`src/irp_pkg.sv`:
```
// Constants, types and register map of the input reference pre-divider
package irp_pkg;
    localparam int unsigned IRP_CLK_NS   = 4;
    localparam int unsigned IRP_FRAME_NS = 125000;
    localparam int unsigned IRP_FRAME_CYC = IRP_FRAME_NS / IRP_CLK_NS;
    localparam int unsigned IRP_ACT_UNIT = 256;

    localparam logic [7:0] IRP_OFS_TEST    = 8'h03;
    localparam logic [7:0] IRP_OFS_STAT    = 8'h0C;
    localparam logic [7:0] IRP_OFS_SELST   = 8'h0D;
    localparam logic [7:0] IRP_OFS_PRIO_M  = 8'h18;
    localparam logic [7:0] IRP_OFS_PRIO_A  = 8'h1A;
    localparam logic [7:0] IRP_OFS_MONCFG  = 8'h30;
    localparam logic [7:0] IRP_OFS_INMODE  = 8'h34;
    localparam logic [7:0] IRP_OFS_DIV_LO  = 8'h46;
    localparam logic [7:0] IRP_OFS_DIV_HI  = 8'h47;
    localparam logic [7:0] IRP_OFS_PATH    = 8'h4B;
    localparam logic [7:0] IRP_OFS_BUCKET  = 8'h50;
    localparam logic [7:0] IRP_FREQ_OFS [4] = '{8'h22, 8'h23, 8'h27, 8'h28};

    localparam int unsigned IRP_NET_BIT   = 2;
    localparam int unsigned IRP_EDGE_BIT  = 2;
    localparam int unsigned IRP_AUTO_BIT  = 6;
    localparam int unsigned IRP_MAN_BIT   = 7;
    localparam int unsigned IRP_AUX_FOLLOW_BIT = 6;

    localparam logic [3:0] IRP_CHAN_ID   [4] = '{4'h3, 4'h4, 4'h8, 4'h9};
    localparam logic [3:0] IRP_PRIO_RST  [4] = '{4'h2, 4'h3, 4'h4, 4'h5};
    localparam logic [7:0] IRP_FREQ_RST  [4] = '{8'h00, 8'h00, 8'h03, 8'h03};
    localparam logic [7:0] IRP_MONCFG_RST = 8'hAA;
    localparam logic [7:0] IRP_BUCKET_RST = 8'h20;
    localparam logic [3:0] IRP_CODE_8K    = 4'h0;

    // Ratio to 8 kHz per frequency code; code 1 depends on network type
    localparam logic [13:0] IRP_RATIO_DS1 = 14'h00C1;
    localparam logic [13:0] IRP_RATIO_E1  = 14'h0100;
    localparam logic [13:0] IRP_AUTO_RATIO [16] = '{
        14'h0001, 14'h0000, 14'h032A, 14'h097E, 14'h0CA8, 14'h12FC,
        14'h1950, 14'h25F8, 14'h0001, 14'h0001, 14'h0001, 14'h0001,
        14'h0001, 14'h0001, 14'h0001, 14'h0001};

    typedef enum logic [1:0] {
        IRP_MODE_DIRECT = 2'b00,
        IRP_MODE_AUTO   = 2'b01,
        IRP_MODE_MANUAL = 2'b10
    } irp_mode_t;

    typedef struct packed {
        logic       wr;
        logic [7:0] addr;
        logic [7:0] wdata;
    } irp_reg_req_t;

    typedef struct packed {
        logic       ok;
        logic [3:0] id;
    } irp_sel_t;
endpackage

```
`src/irp_edge_divider.sv`:
```
// Per-input edge detector and pre-divider
`timescale 1ns/1ps
module irp_edge_divider (
    // Clock and reset
    input  wire logic             core_clk,
    input  wire logic             rstn,
    // Reference and setup
    input  wire logic             ref_in,
    input  wire logic             edge_fall,
    input  irp_pkg::irp_mode_t    mode,
    input  wire logic [13:0]      ratio,
    input  wire logic             reload,
    // Results
    output logic                  edge_seen,
    output logic                  ref_event
);
    import irp_pkg::*;

    logic        ref_prev;
    logic [13:0] count;
    logic        hit;

    assign hit = edge_fall ? (ref_prev & ~ref_in) : (~ref_prev & ref_in);

    always_ff @(posedge core_clk or negedge rstn) begin
        if (!rstn) begin
            ref_prev  <= 1'b0;
            edge_seen <= 1'b0;
        end else begin
            ref_prev  <= ref_in;
            edge_seen <= hit;
        end
    end

    // A rewrite of N restarts the count so no stale long period escapes
    always_ff @(posedge core_clk or negedge rstn) begin
        if (!rstn) begin
            count     <= 14'h0000;
            ref_event <= 1'b0;
        end else if (reload) begin
            count     <= 14'h0000;
            ref_event <= 1'b0;
        end else if (hit && mode == IRP_MODE_DIRECT) begin
            ref_event <= 1'b1;
        end else if (hit && count >= ratio - 14'h0001) begin
            count     <= 14'h0000;
            ref_event <= 1'b1;
        end else if (hit) begin
            count     <= count + 14'h0001;
            ref_event <= 1'b0;
        end else begin
            ref_event <= 1'b0;
        end
    end
endmodule

```
`src/irp_selector.sv`:
```
// Priority based reference selection for one timing path
`timescale 1ns/1ps
module irp_selector (
    // Candidates
    input  wire logic [3:0]       valid,
    input  wire logic [3:0][3:0]  prio,
    // Forced selection
    input  wire logic             force_en,
    input  wire logic [1:0]       force_idx,
    // Result
    output logic [1:0]            sel_idx,
    output logic                  sel_ok
);
    import irp_pkg::*;

    logic [3:0] best;

    // Priority 1 is highest; 0 removes the input; ties go to the lower input
    always_comb begin
        sel_idx = 2'b00;
        sel_ok  = 1'b0;
        best    = 4'hF;
        if (force_en) begin
            sel_idx = force_idx;
            sel_ok  = valid[force_idx];
        end else begin
            for (int i = 0; i < 4; i++) begin
                if (valid[i] && prio[i] != 4'h0 && (!sel_ok || prio[i] < best)) begin
                    sel_idx = 2'(i);
                    sel_ok  = 1'b1;
                    best    = prio[i];
                end
            end
        end
    end
endmodule

```
`src/irp_predivider.sv`:
```
// Input reference front end: config registers, dividers, monitors, selection
`timescale 1ns/1ps
module irp_predivider #(
    parameter int unsigned FRAME_CYCLES = irp_pkg::IRP_FRAME_CYC
) (
    // Clock and reset
    input  wire logic                 core_clk,
    input  wire logic                 rstn,
    // Reference pins
    input  wire logic [3:0]           ref_in,
    input  wire logic                 sync_align_input,
    input  wire logic                 network_type_pin,
    // Register port
    input  irp_pkg::irp_reg_req_t     reg_req,
    output logic [7:0]                reg_rd_data,
    // To the timing paths
    output logic                      main_ref_event,
    output logic                      aux_ref_event,
    output irp_pkg::irp_sel_t         main_sel,
    output irp_pkg::irp_sel_t         aux_sel,
    // Frame and multiframe pulses
    output logic                      frame_pulse,
    output logic                      mframe_pulse
);
    import irp_pkg::*;

    localparam int unsigned HARD_TOL = FRAME_CYCLES / 64;
    localparam int unsigned SOFT_TOL = FRAME_CYCLES / 256;
    localparam logic [15:0] FRAME_C  = 16'(FRAME_CYCLES);
    localparam logic [15:0] HARD_C   = 16'(HARD_TOL);
    localparam logic [15:0] SOFT_C   = 16'(SOFT_TOL);

    logic [7:0]       freq_cfg [4];
    logic [3:0][3:0]  prio_main;
    logic [3:0][3:0]  prio_aux;
    logic [7:0]       mon_cfg;
    logic [7:0]       bucket_cfg [4];
    logic [13:0]      shared_divide_value;
    logic             div_reload;
    logic             network_type_bit;
    logic             strap_pending;
    logic             divided_lock_edge_select;
    logic [6:0]       path_cfg;
    logic [3:0]       ref_valid;
    logic [3:0]       soft_flag;
    logic [3:0]       edge_seen;
    logic [3:0]       ref_event;
    logic [1:0]       main_idx;
    logic [1:0]       aux_idx;
    logic             main_ok;
    logic             aux_ok;
    logic             wr;
    logic [7:0]       wa;
    logic [7:0]       wd;

    assign wr = reg_req.wr;
    assign wa = reg_req.addr;
    assign wd = reg_req.wdata;

    // Network type is caught from the pin on the first edge after release
    always_ff @(posedge core_clk or negedge rstn) begin
        if (!rstn) begin
            strap_pending    <= 1'b1;
            network_type_bit <= 1'b0;
        end else if (strap_pending) begin
            strap_pending    <= 1'b0;
            network_type_bit <= network_type_pin;
        end else if (wr && wa == IRP_OFS_INMODE) begin
            network_type_bit <= wd[IRP_NET_BIT];
        end
    end

    always_ff @(posedge core_clk or negedge rstn) begin
        if (!rstn) begin
            divided_lock_edge_select <= 1'b0;
        end else if (wr && wa == IRP_OFS_TEST) begin
            divided_lock_edge_select <= wd[IRP_EDGE_BIT];
        end
    end

    // Reset rates do not depend on the network type
    always_ff @(posedge core_clk or negedge rstn) begin
        if (!rstn) begin
            for (int i = 0; i < 4; i++) begin
                freq_cfg[i] <= IRP_FREQ_RST[i];
            end
        end else begin
            for (int i = 0; i < 4; i++) begin
                if (wr && wa == IRP_FREQ_OFS[i]) begin
                    freq_cfg[i] <= wd;
                end
            end
        end
    end

    always_ff @(posedge core_clk or negedge rstn) begin
        if (!rstn) begin
            for (int i = 0; i < 4; i++) begin
                prio_main[i] <= IRP_PRIO_RST[i];
                prio_aux[i]  <= IRP_PRIO_RST[i];
            end
        end else if (wr) begin
            for (int i = 0; i < 4; i += 2) begin
                if (wa == IRP_OFS_PRIO_M + 8'(i / 2)) begin
                    prio_main[i]     <= wd[3:0];
                    prio_main[i + 1] <= wd[7:4];
                end
                if (wa == IRP_OFS_PRIO_A + 8'(i / 2)) begin
                    prio_aux[i]      <= wd[3:0];
                    prio_aux[i + 1]  <= wd[7:4];
                end
            end
        end
    end

    always_ff @(posedge core_clk or negedge rstn) begin
        if (!rstn) begin
            mon_cfg  <= IRP_MONCFG_RST;
            path_cfg <= 7'h00;
            for (int i = 0; i < 4; i++) begin
                bucket_cfg[i] <= IRP_BUCKET_RST;
            end
        end else if (wr) begin
            if (wa == IRP_OFS_MONCFG) begin
                mon_cfg <= wd;
            end
            if (wa == IRP_OFS_PATH) begin
                path_cfg <= wd[6:0];
            end
            for (int i = 0; i < 4; i++) begin
                if (wa == IRP_OFS_BUCKET + 8'(i)) begin
                    bucket_cfg[i] <= wd;
                end
            end
        end
    end

    // One N serves every input; either byte write restarts the dividers
    always_ff @(posedge core_clk or negedge rstn) begin
        if (!rstn) begin
            shared_divide_value <= 14'h0001;
            div_reload          <= 1'b0;
        end else begin
            div_reload <= wr && (wa == IRP_OFS_DIV_LO || wa == IRP_OFS_DIV_HI);
            if (wr && wa == IRP_OFS_DIV_LO) begin
                shared_divide_value[7:0] <= wd;
            end
            if (wr && wa == IRP_OFS_DIV_HI) begin
                shared_divide_value[13:8] <= wd[5:0];
            end
        end
    end

    // Per-input divider and monitor
    generate
        for (genvar g = 0; g < 4; g++) begin : g_in
            irp_mode_t   mode;
            logic [13:0] ratio;
            logic [3:0]  code;
            logic [1:0]  mon_mode;
            logic [15:0] idle_cnt;
            logic [15:0] idle_lim;
            logic [15:0] per_cnt;
            logic [15:0] dev;
            logic        act_ok;
            logic        hard_bad;
            logic        freq_en;

            assign code     = freq_cfg[g][3:0];
            assign mon_mode = mon_cfg[2 * g +: 2];
            assign idle_lim = 16'(bucket_cfg[freq_cfg[g][5:4]] * IRP_ACT_UNIT) + 16'h00FF;

            always_comb begin
                if (freq_cfg[g][IRP_MAN_BIT]) begin
                    mode  = IRP_MODE_MANUAL;
                    ratio = shared_divide_value + 14'h0001;
                end else if (freq_cfg[g][IRP_AUTO_BIT]) begin
                    mode  = IRP_MODE_AUTO;
                    if (code == 4'h1) begin
                        ratio = network_type_bit ? IRP_RATIO_DS1 : IRP_RATIO_E1;
                    end else begin
                        ratio = IRP_AUTO_RATIO[code];
                    end
                end else begin
                    mode  = IRP_MODE_DIRECT;
                    ratio = 14'h0001;
                end
            end

            irp_edge_divider u_div (
                .core_clk  (core_clk),
                .rstn      (rstn),
                .ref_in    (ref_in[g]),
                .edge_fall (divided_lock_edge_select),
                .mode      (mode),
                .ratio     (ratio),
                .reload    (div_reload),
                .edge_seen (edge_seen[g]),
                .ref_event (ref_event[g])
            );

            // Frequency is only judged where the divided rate is 8 kHz
            assign freq_en = mon_mode[1] && (mode != IRP_MODE_DIRECT || code == IRP_CODE_8K);
            assign dev = (per_cnt > FRAME_C) ? per_cnt - FRAME_C : FRAME_C - per_cnt;

            always_ff @(posedge core_clk or negedge rstn) begin
                if (!rstn) begin
                    idle_cnt <= 16'h0000;
                    act_ok   <= 1'b0;
                end else if (edge_seen[g]) begin
                    idle_cnt <= 16'h0000;
                    act_ok   <= 1'b1;
                end else if (idle_cnt >= idle_lim) begin
                    act_ok   <= 1'b0;
                end else begin
                    idle_cnt <= idle_cnt + 16'h0001;
                end
            end

            always_ff @(posedge core_clk or negedge rstn) begin
                if (!rstn) begin
                    per_cnt      <= 16'h0000;
                    hard_bad     <= 1'b0;
                    soft_flag[g] <= 1'b0;
                end else if (ref_event[g]) begin
                    per_cnt      <= 16'h0001;
                    hard_bad     <= dev > HARD_C;
                    soft_flag[g] <= dev > SOFT_C;
                end else if (per_cnt > FRAME_C + HARD_C) begin
                    hard_bad     <= 1'b1;
                    soft_flag[g] <= 1'b1;
                end else begin
                    per_cnt <= per_cnt + 16'h0001;
                end
            end

            // A disabled monitor leaves the input eligible
            assign ref_valid[g] = (mon_mode == 2'b00)
                || (act_ok && !(freq_en && hard_bad));
        end
    endgenerate

    irp_selector u_main (
        .valid     (ref_valid),
        .prio      (prio_main),
        .force_en  (path_cfg[0]),
        .force_idx (path_cfg[2:1]),
        .sel_idx   (main_idx),
        .sel_ok    (main_ok)
    );

    irp_selector u_aux (
        .valid     (ref_valid),
        .prio      (prio_aux),
        .force_en  (path_cfg[3]),
        .force_idx (path_cfg[5:4]),
        .sel_idx   (aux_idx),
        .sel_ok    (aux_ok)
    );

    // 8 kHz and 2 kHz dividers, realigned by the sync input rising edge
    logic        sync_prev;
    logic [15:0] frame_cnt;
    logic [1:0]  mframe_cnt;

    always_ff @(posedge core_clk or negedge rstn) begin
        if (!rstn) begin
            sync_prev    <= 1'b0;
            frame_cnt    <= 16'h0000;
            mframe_cnt   <= 2'b00;
            frame_pulse  <= 1'b0;
            mframe_pulse <= 1'b0;
        end else begin
            sync_prev <= sync_align_input;
            if (sync_align_input && !sync_prev) begin
                frame_cnt    <= 16'h0000;
                mframe_cnt   <= 2'b00;
                frame_pulse  <= 1'b1;
                mframe_pulse <= 1'b1;
            end else if (frame_cnt == FRAME_C - 16'h0001) begin
                frame_cnt    <= 16'h0000;
                mframe_cnt   <= mframe_cnt + 2'b01;
                frame_pulse  <= 1'b1;
                mframe_pulse <= mframe_cnt == 2'b11;
            end else begin
                frame_cnt    <= frame_cnt + 16'h0001;
                frame_pulse  <= 1'b0;
                mframe_pulse <= 1'b0;
            end
        end
    end

    // Aux following main uses the 8 kHz frame pulse and the main selection, not its own input
    always_ff @(posedge core_clk or negedge rstn) begin
        if (!rstn) begin
            main_ref_event <= 1'b0;
            aux_ref_event  <= 1'b0;
            main_sel       <= '0;
            aux_sel        <= '0;
        end else begin
            main_ref_event <= main_ok && ref_event[main_idx];
            main_sel       <= '{ok: main_ok, id: IRP_CHAN_ID[main_idx]};
            if (path_cfg[IRP_AUX_FOLLOW_BIT]) begin
                aux_ref_event <= frame_pulse;
                aux_sel       <= '{ok: main_ok, id: IRP_CHAN_ID[main_idx]};
            end else begin
                aux_ref_event <= aux_ok && ref_event[aux_idx];
                aux_sel       <= '{ok: aux_ok, id: IRP_CHAN_ID[aux_idx]};
            end
        end
    end

    // Read data registered from the address; unmapped reads return zero
    logic [7:0] rd_mux;

    always_comb begin
        rd_mux = 8'h00;
        for (int i = 0; i < 4; i++) begin
            if (wa == IRP_FREQ_OFS[i]) begin
                rd_mux = freq_cfg[i];
            end
            if (wa == IRP_OFS_BUCKET + 8'(i)) begin
                rd_mux = bucket_cfg[i];
            end
        end
        unique case (wa)
            IRP_OFS_TEST:       rd_mux = 8'(divided_lock_edge_select) << IRP_EDGE_BIT;
            IRP_OFS_STAT:       rd_mux = {soft_flag, ref_valid};
            IRP_OFS_SELST:      rd_mux = {main_sel.id, aux_sel.id};
            IRP_OFS_PRIO_M:     rd_mux = {prio_main[1], prio_main[0]};
            8'h19:              rd_mux = {prio_main[3], prio_main[2]};
            IRP_OFS_PRIO_A:     rd_mux = {prio_aux[1], prio_aux[0]};
            8'h1B:              rd_mux = {prio_aux[3], prio_aux[2]};
            IRP_OFS_MONCFG:     rd_mux = mon_cfg;
            IRP_OFS_INMODE:     rd_mux = 8'(network_type_bit) << IRP_NET_BIT;
            IRP_OFS_DIV_LO:     rd_mux = shared_divide_value[7:0];
            IRP_OFS_DIV_HI:     rd_mux = {2'b00, shared_divide_value[13:8]};
            IRP_OFS_PATH:       rd_mux = {1'b0, path_cfg};
            default:            ;
        endcase
    end

    always_ff @(posedge core_clk or negedge rstn) begin
        if (!rstn) begin
            reg_rd_data <= 8'h00;
        end else begin
            reg_rd_data <= rd_mux;
        end
    end
endmodule

```
`config.mk`:
```
export PLATFORM = sky130hd
export DESIGN_NAME = irp_predivider
export DESIGN_NICKNAME = d
export VERILOG_FILES = /design/src/irp_pkg.sv /design/src/irp_edge_divider.sv /design/src/irp_selector.sv /design/src/irp_predivider.sv
export SDC_FILE = /design/constraint.sdc
export NUM_CORES = 1
export LEC_CHECK = 0
export BUFFER_PORTS_ARGS = -buffer_cell sky130_fd_sc_hd__buf_2
export CAP_MARGIN = 10
export CORE_MARGIN = 3
export CORE_UTILIZATION = 40
export CTS_CLUSTER_SIZE = 8
export DETAILED_ROUTE_END_ITERATION = 10
export GPL_ROUTABILITY_DRIVEN = 0
export SLEW_MARGIN = 40
export SYNTH_ARGS = -nofsm -noshare
export SYNTH_HDL_FRONTEND = slang
export SYNTH_SLANG_ARGS = --single-unit
```
`constraint.sdc`:
```
create_clock -name core_clk -period 6.32 [get_ports core_clk]
set_input_delay 0.632 -clock core_clk [delete_from_list [all_inputs] [get_ports core_clk]]
set_output_delay 0.632 -clock core_clk [all_outputs]
set_load 0.01 [all_outputs]
```
==> out/results.tsv <==
stage	metric	value	unit
routing	Routed Antenna Nets	0	
finish	design area	29700	sq um
routing	mean number of vias per cell	5.88	
logic_synthesis	Net Count, Synth	3077	
global_routing	number of global-route vias before repair	21900	
setup_path	Worst Setup SP	prio_aux[0]	
pwr	Tot Pwr	7.13	mW
setup_path	Setup CP Type	reg -> reg	
worst_hold_path	hold path start	sync_align_input	
timing	skew final	0.0208	ns
setup_path	FF-to-FF setup slack	0.15	ns
finish	non-filler cells in the finished layout	3808	
finish	Nets	3093	
routing	DRT iter0 DRCs	1803	
setup_path	Max stage delay on crit path	0.56	ns
setup_path	CP Max Fanout	5	
logic_synthesis	warnings from Yosys	0	
finish	share of cells above drive strength 1	14.5	%
clock_tree	CTS Buf Count	54	
timing	Tcrit/Tclk final	97.6	%
logic_synthesis	Post-Syn Area	26700	sq um
timing	setup TNS	0	ns
finish	Area Growth Syn to Fin	11.2	%
finish	commonest cells after routing, fill and taps aside	dfrtp_1, nor2_1, nand2_1, ha_1, a21oi_1	
setup_path	CP endpoint kind	register	
setup_path	CP Launch Type	register	
worst_hold_path	hold path cells	1	
pwr	worst vdd ir	0.000232	V
outcome	status	finished clean	
floorplan	io pins	47	
setup_path	critical path's slowest cell	or4_4	
routing	Routed WL per cell	19.5	microns
global_routing	pin count of the biggest net entering global routing	147	
logic_synthesis	most used flip-flop cell after synthesis	dfrtp_1	
finish	FF+latch area	9500	sq um
finish	fillers	6267	
global_routing	global route overflow	0	
placement	hpwl dp	52.5	mm
logic_synthesis	synthesis-stage register bit count	378	
timing	Fmax	162	MHz
logic_synthesis	Mapped Cells	2881	
timing	Pins Over Slew Limit	0	
setup_path	worst reg2reg path depth	32	
routing	DRC violations left	0	
routing	via count	22400	
setup_path	Worst EP required	6.80	ns
logic_synthesis	number of distinct library cells after synthesis	102	
placement	Placed Area	27700	sq um
setup_path	Worst Path Arrival	6.65	ns
flow_run	Max-Cap Viols	0	
floorplan	num rows	94	
floorplan	Initial Util	40.5	%
pwr	Pleak	13.0	nW
logic_synthesis	top cells by area, synth	dfrtp_1, ha_1, mux2_2, xnor2_1, nor2_1	
global_routing	GRT Util Overall	20.7	%
floorplan	Die H	264	microns
routing	final wirelength	74.1	mm
timing	Final setup viols	0	
floorplan	Core ar.	66000	sq um
routing	drt first pass iters	5	
clock_tree	CTS tree	done	
timing	final worst setup slack	0.150	ns
finish	commonest non-fill, non-tap cell in the layout	dfrtp_1	
global_routing	first-pass GRT wire length	119	mm
clock_tree	Clk Latency, worst-skew pair	0.60	ns
timing	Slew HR	41.3	%
floorplan	die area	70000	sq um
timing	Worst Tran Pin Value	0.877	ns
placement	Inst Count DP	3688	
timing	Fin Hold WS	0.163	ns
placement	Port Buffer Count	46	
worst_hold_path	Hold Crit Class	in -> reg	
worst_hold_path	worst hold endpoint	sync_prev	
clock_tree	H-tree depth reported by CTS	2	
logic_synthesis	post-synthesis sequential area ratio	35.5	%
clock_tree	clk buf depth	3	
finish	fin util	45.0	%
logic_synthesis	Mean Syn Cell Area	9.28	sq um
timing	Hold Fails Final Rpt	0	
clock_tree	Root Buffer	clkbuf_16	
logic_synthesis	share of the synthesized area in the top cell type	33.0	%
placement	dpl ws	-0.259	ns
floorplan	die width	264	microns
clock_tree	clock sink count	378	
finish	multi-input logic area	16400	sq um
setup_path	Reg2Reg Launch Point	prio_aux[0]	
logic_synthesis	Synth async-reset ratio	100	%
clock_tree	clock slew at reported path FFs	0.05	ns
pwr	PD cells	240	nW/um^2
timing	min Tclk post-route	6.17	ns
setup_path	reg-to-reg endpoint	aux_sel[0]	
logic_synthesis	Synth area leader	dfrtp_1	
logic_synthesis	EDFF count, synth	0	
global_routing	initial antenna violation count	1	
==> flip-flops by register name, summed over array words and instances (netlist names), 4 cells and up <==
register	count
g_in.idle_cnt	64
g_in.per_cnt	64
g_in.u_div.count	56
bucket_cfg	32
freq_cfg	32
frame_cnt	16
prio_aux	16
prio_main	16
shared_divide_value	14
mon_cfg	8
reg_rd_data	8
path_cfg	7
aux_sel	5
main_sel	5
g_in.act_ok	4
g_in.hard_bad	4
g_in.u_div.edge_seen	4
g_in.u_div.ref_event	4
g_in.u_div.ref_prev	4
soft_flag	4
==> routing by layer <==
metal  vias to the layer above  part of all wire, %  GRT usage, %
met2                       719                   46          33.7
met4                         2                  3.1          6.55
met1                     11000                   45          28.4
met5                         -               0.0094             0
met3                       182                  5.9          3.01
li1                      10500                    -             -
==> what timing repair did <==
action	in CTS	in global routing
hold buffers	0	1
setup endpoints to repair	4	5
endpoints found under the hold margin	0	31
pin swaps	4	16
setup buffers	4	10
resized for setup	4	32
cloned	0	0
==> worst max path at each step <==
stage	end	slack, ns	cells past startpoint
floorplan	aux_sel[0]	0.26	27
global placement	aux_sel[0]	0.06	27
detailed placement	aux_sel[0]	-0.26	27
CTS	aux_sel[0]	0.03	29
global route	aux_sel[0]	-0.16	32
finish	aux_sel[0]	0.15	32
==> Yosys cell counts, drive strengths merged, types with 10 or more instances <==
master / count
dfrtp: 352
nor2: 248
nand2: 243
a21oi: 173
ha: 171
mux2: 140
inv: 130
o21ai: 119
xnor2: 108
nand3: 103
xor2: 102
clkbuf: 98
nor3: 67
nand2b: 65
and3: 60
nand4: 55
mux2i: 54
mux4: 35
a31oi: 34
buf: 33
a21o: 32
or3: 29
a22oi: 28
dfstp: 26
o21a: 25
nor2b: 24
and2: 21
a32oi: 19
nor4: 19
a22o: 17
and4: 17
a211oi: 16
o211ai: 16
o31ai: 14
nand3b: 12
a21boi: 11
a222oi: 11
nor3b: 11
or2: 11
or4: 11
a2111oi: 10
a221oi: 10
==> cells by family after synthesis <==
logic type / synth area share [%]
simple gates: 19.2
compound gates: 15.5
flops: 35.5
buf+inv: 4.02
mux: 10.9
xor+xnor: 6.88
fa+ha+maj: 8.01
other cells: 0.0140
==> critical path, delay by kind of cell, from the launching register on <==
| family | cells | cell delay (ns) |
|---|---|---|
| AO/OA/AOI/OAI | 13 | 1.88 |
| adder cells (fa/ha/maj) | 4 | 1.11 |
| multiplexers | 2 | 0.58 |
| AND/OR/NAND/NOR | 9 | 1.54 |
| flip-flops | 1 | 0.43 |
| buffers and inverters | 4 | 0.50 |
==> power by group <==
group | internal, mW | leakage, nW | switching [mW]
sequential | 2.60 | 5.00 | 0.310
combinational | 0.632 | 7.24 | 0.803
clock | 1.66 | 0.760 | 1.12
==> layout make-up <==
cell class | instances | area share [%]
clock inverter | 5 | 0.232
antenna | 3 | 0.0253
inverter | 130 | 1.64
timing repair buffer | 91 | 2.17
sequential | 378 | 32.0
multi-input combinational | 2242 | 55.2
clock buffer | 95 | 5.13
tap | 864 | 3.64
Power figures use the tool's default switching activity.
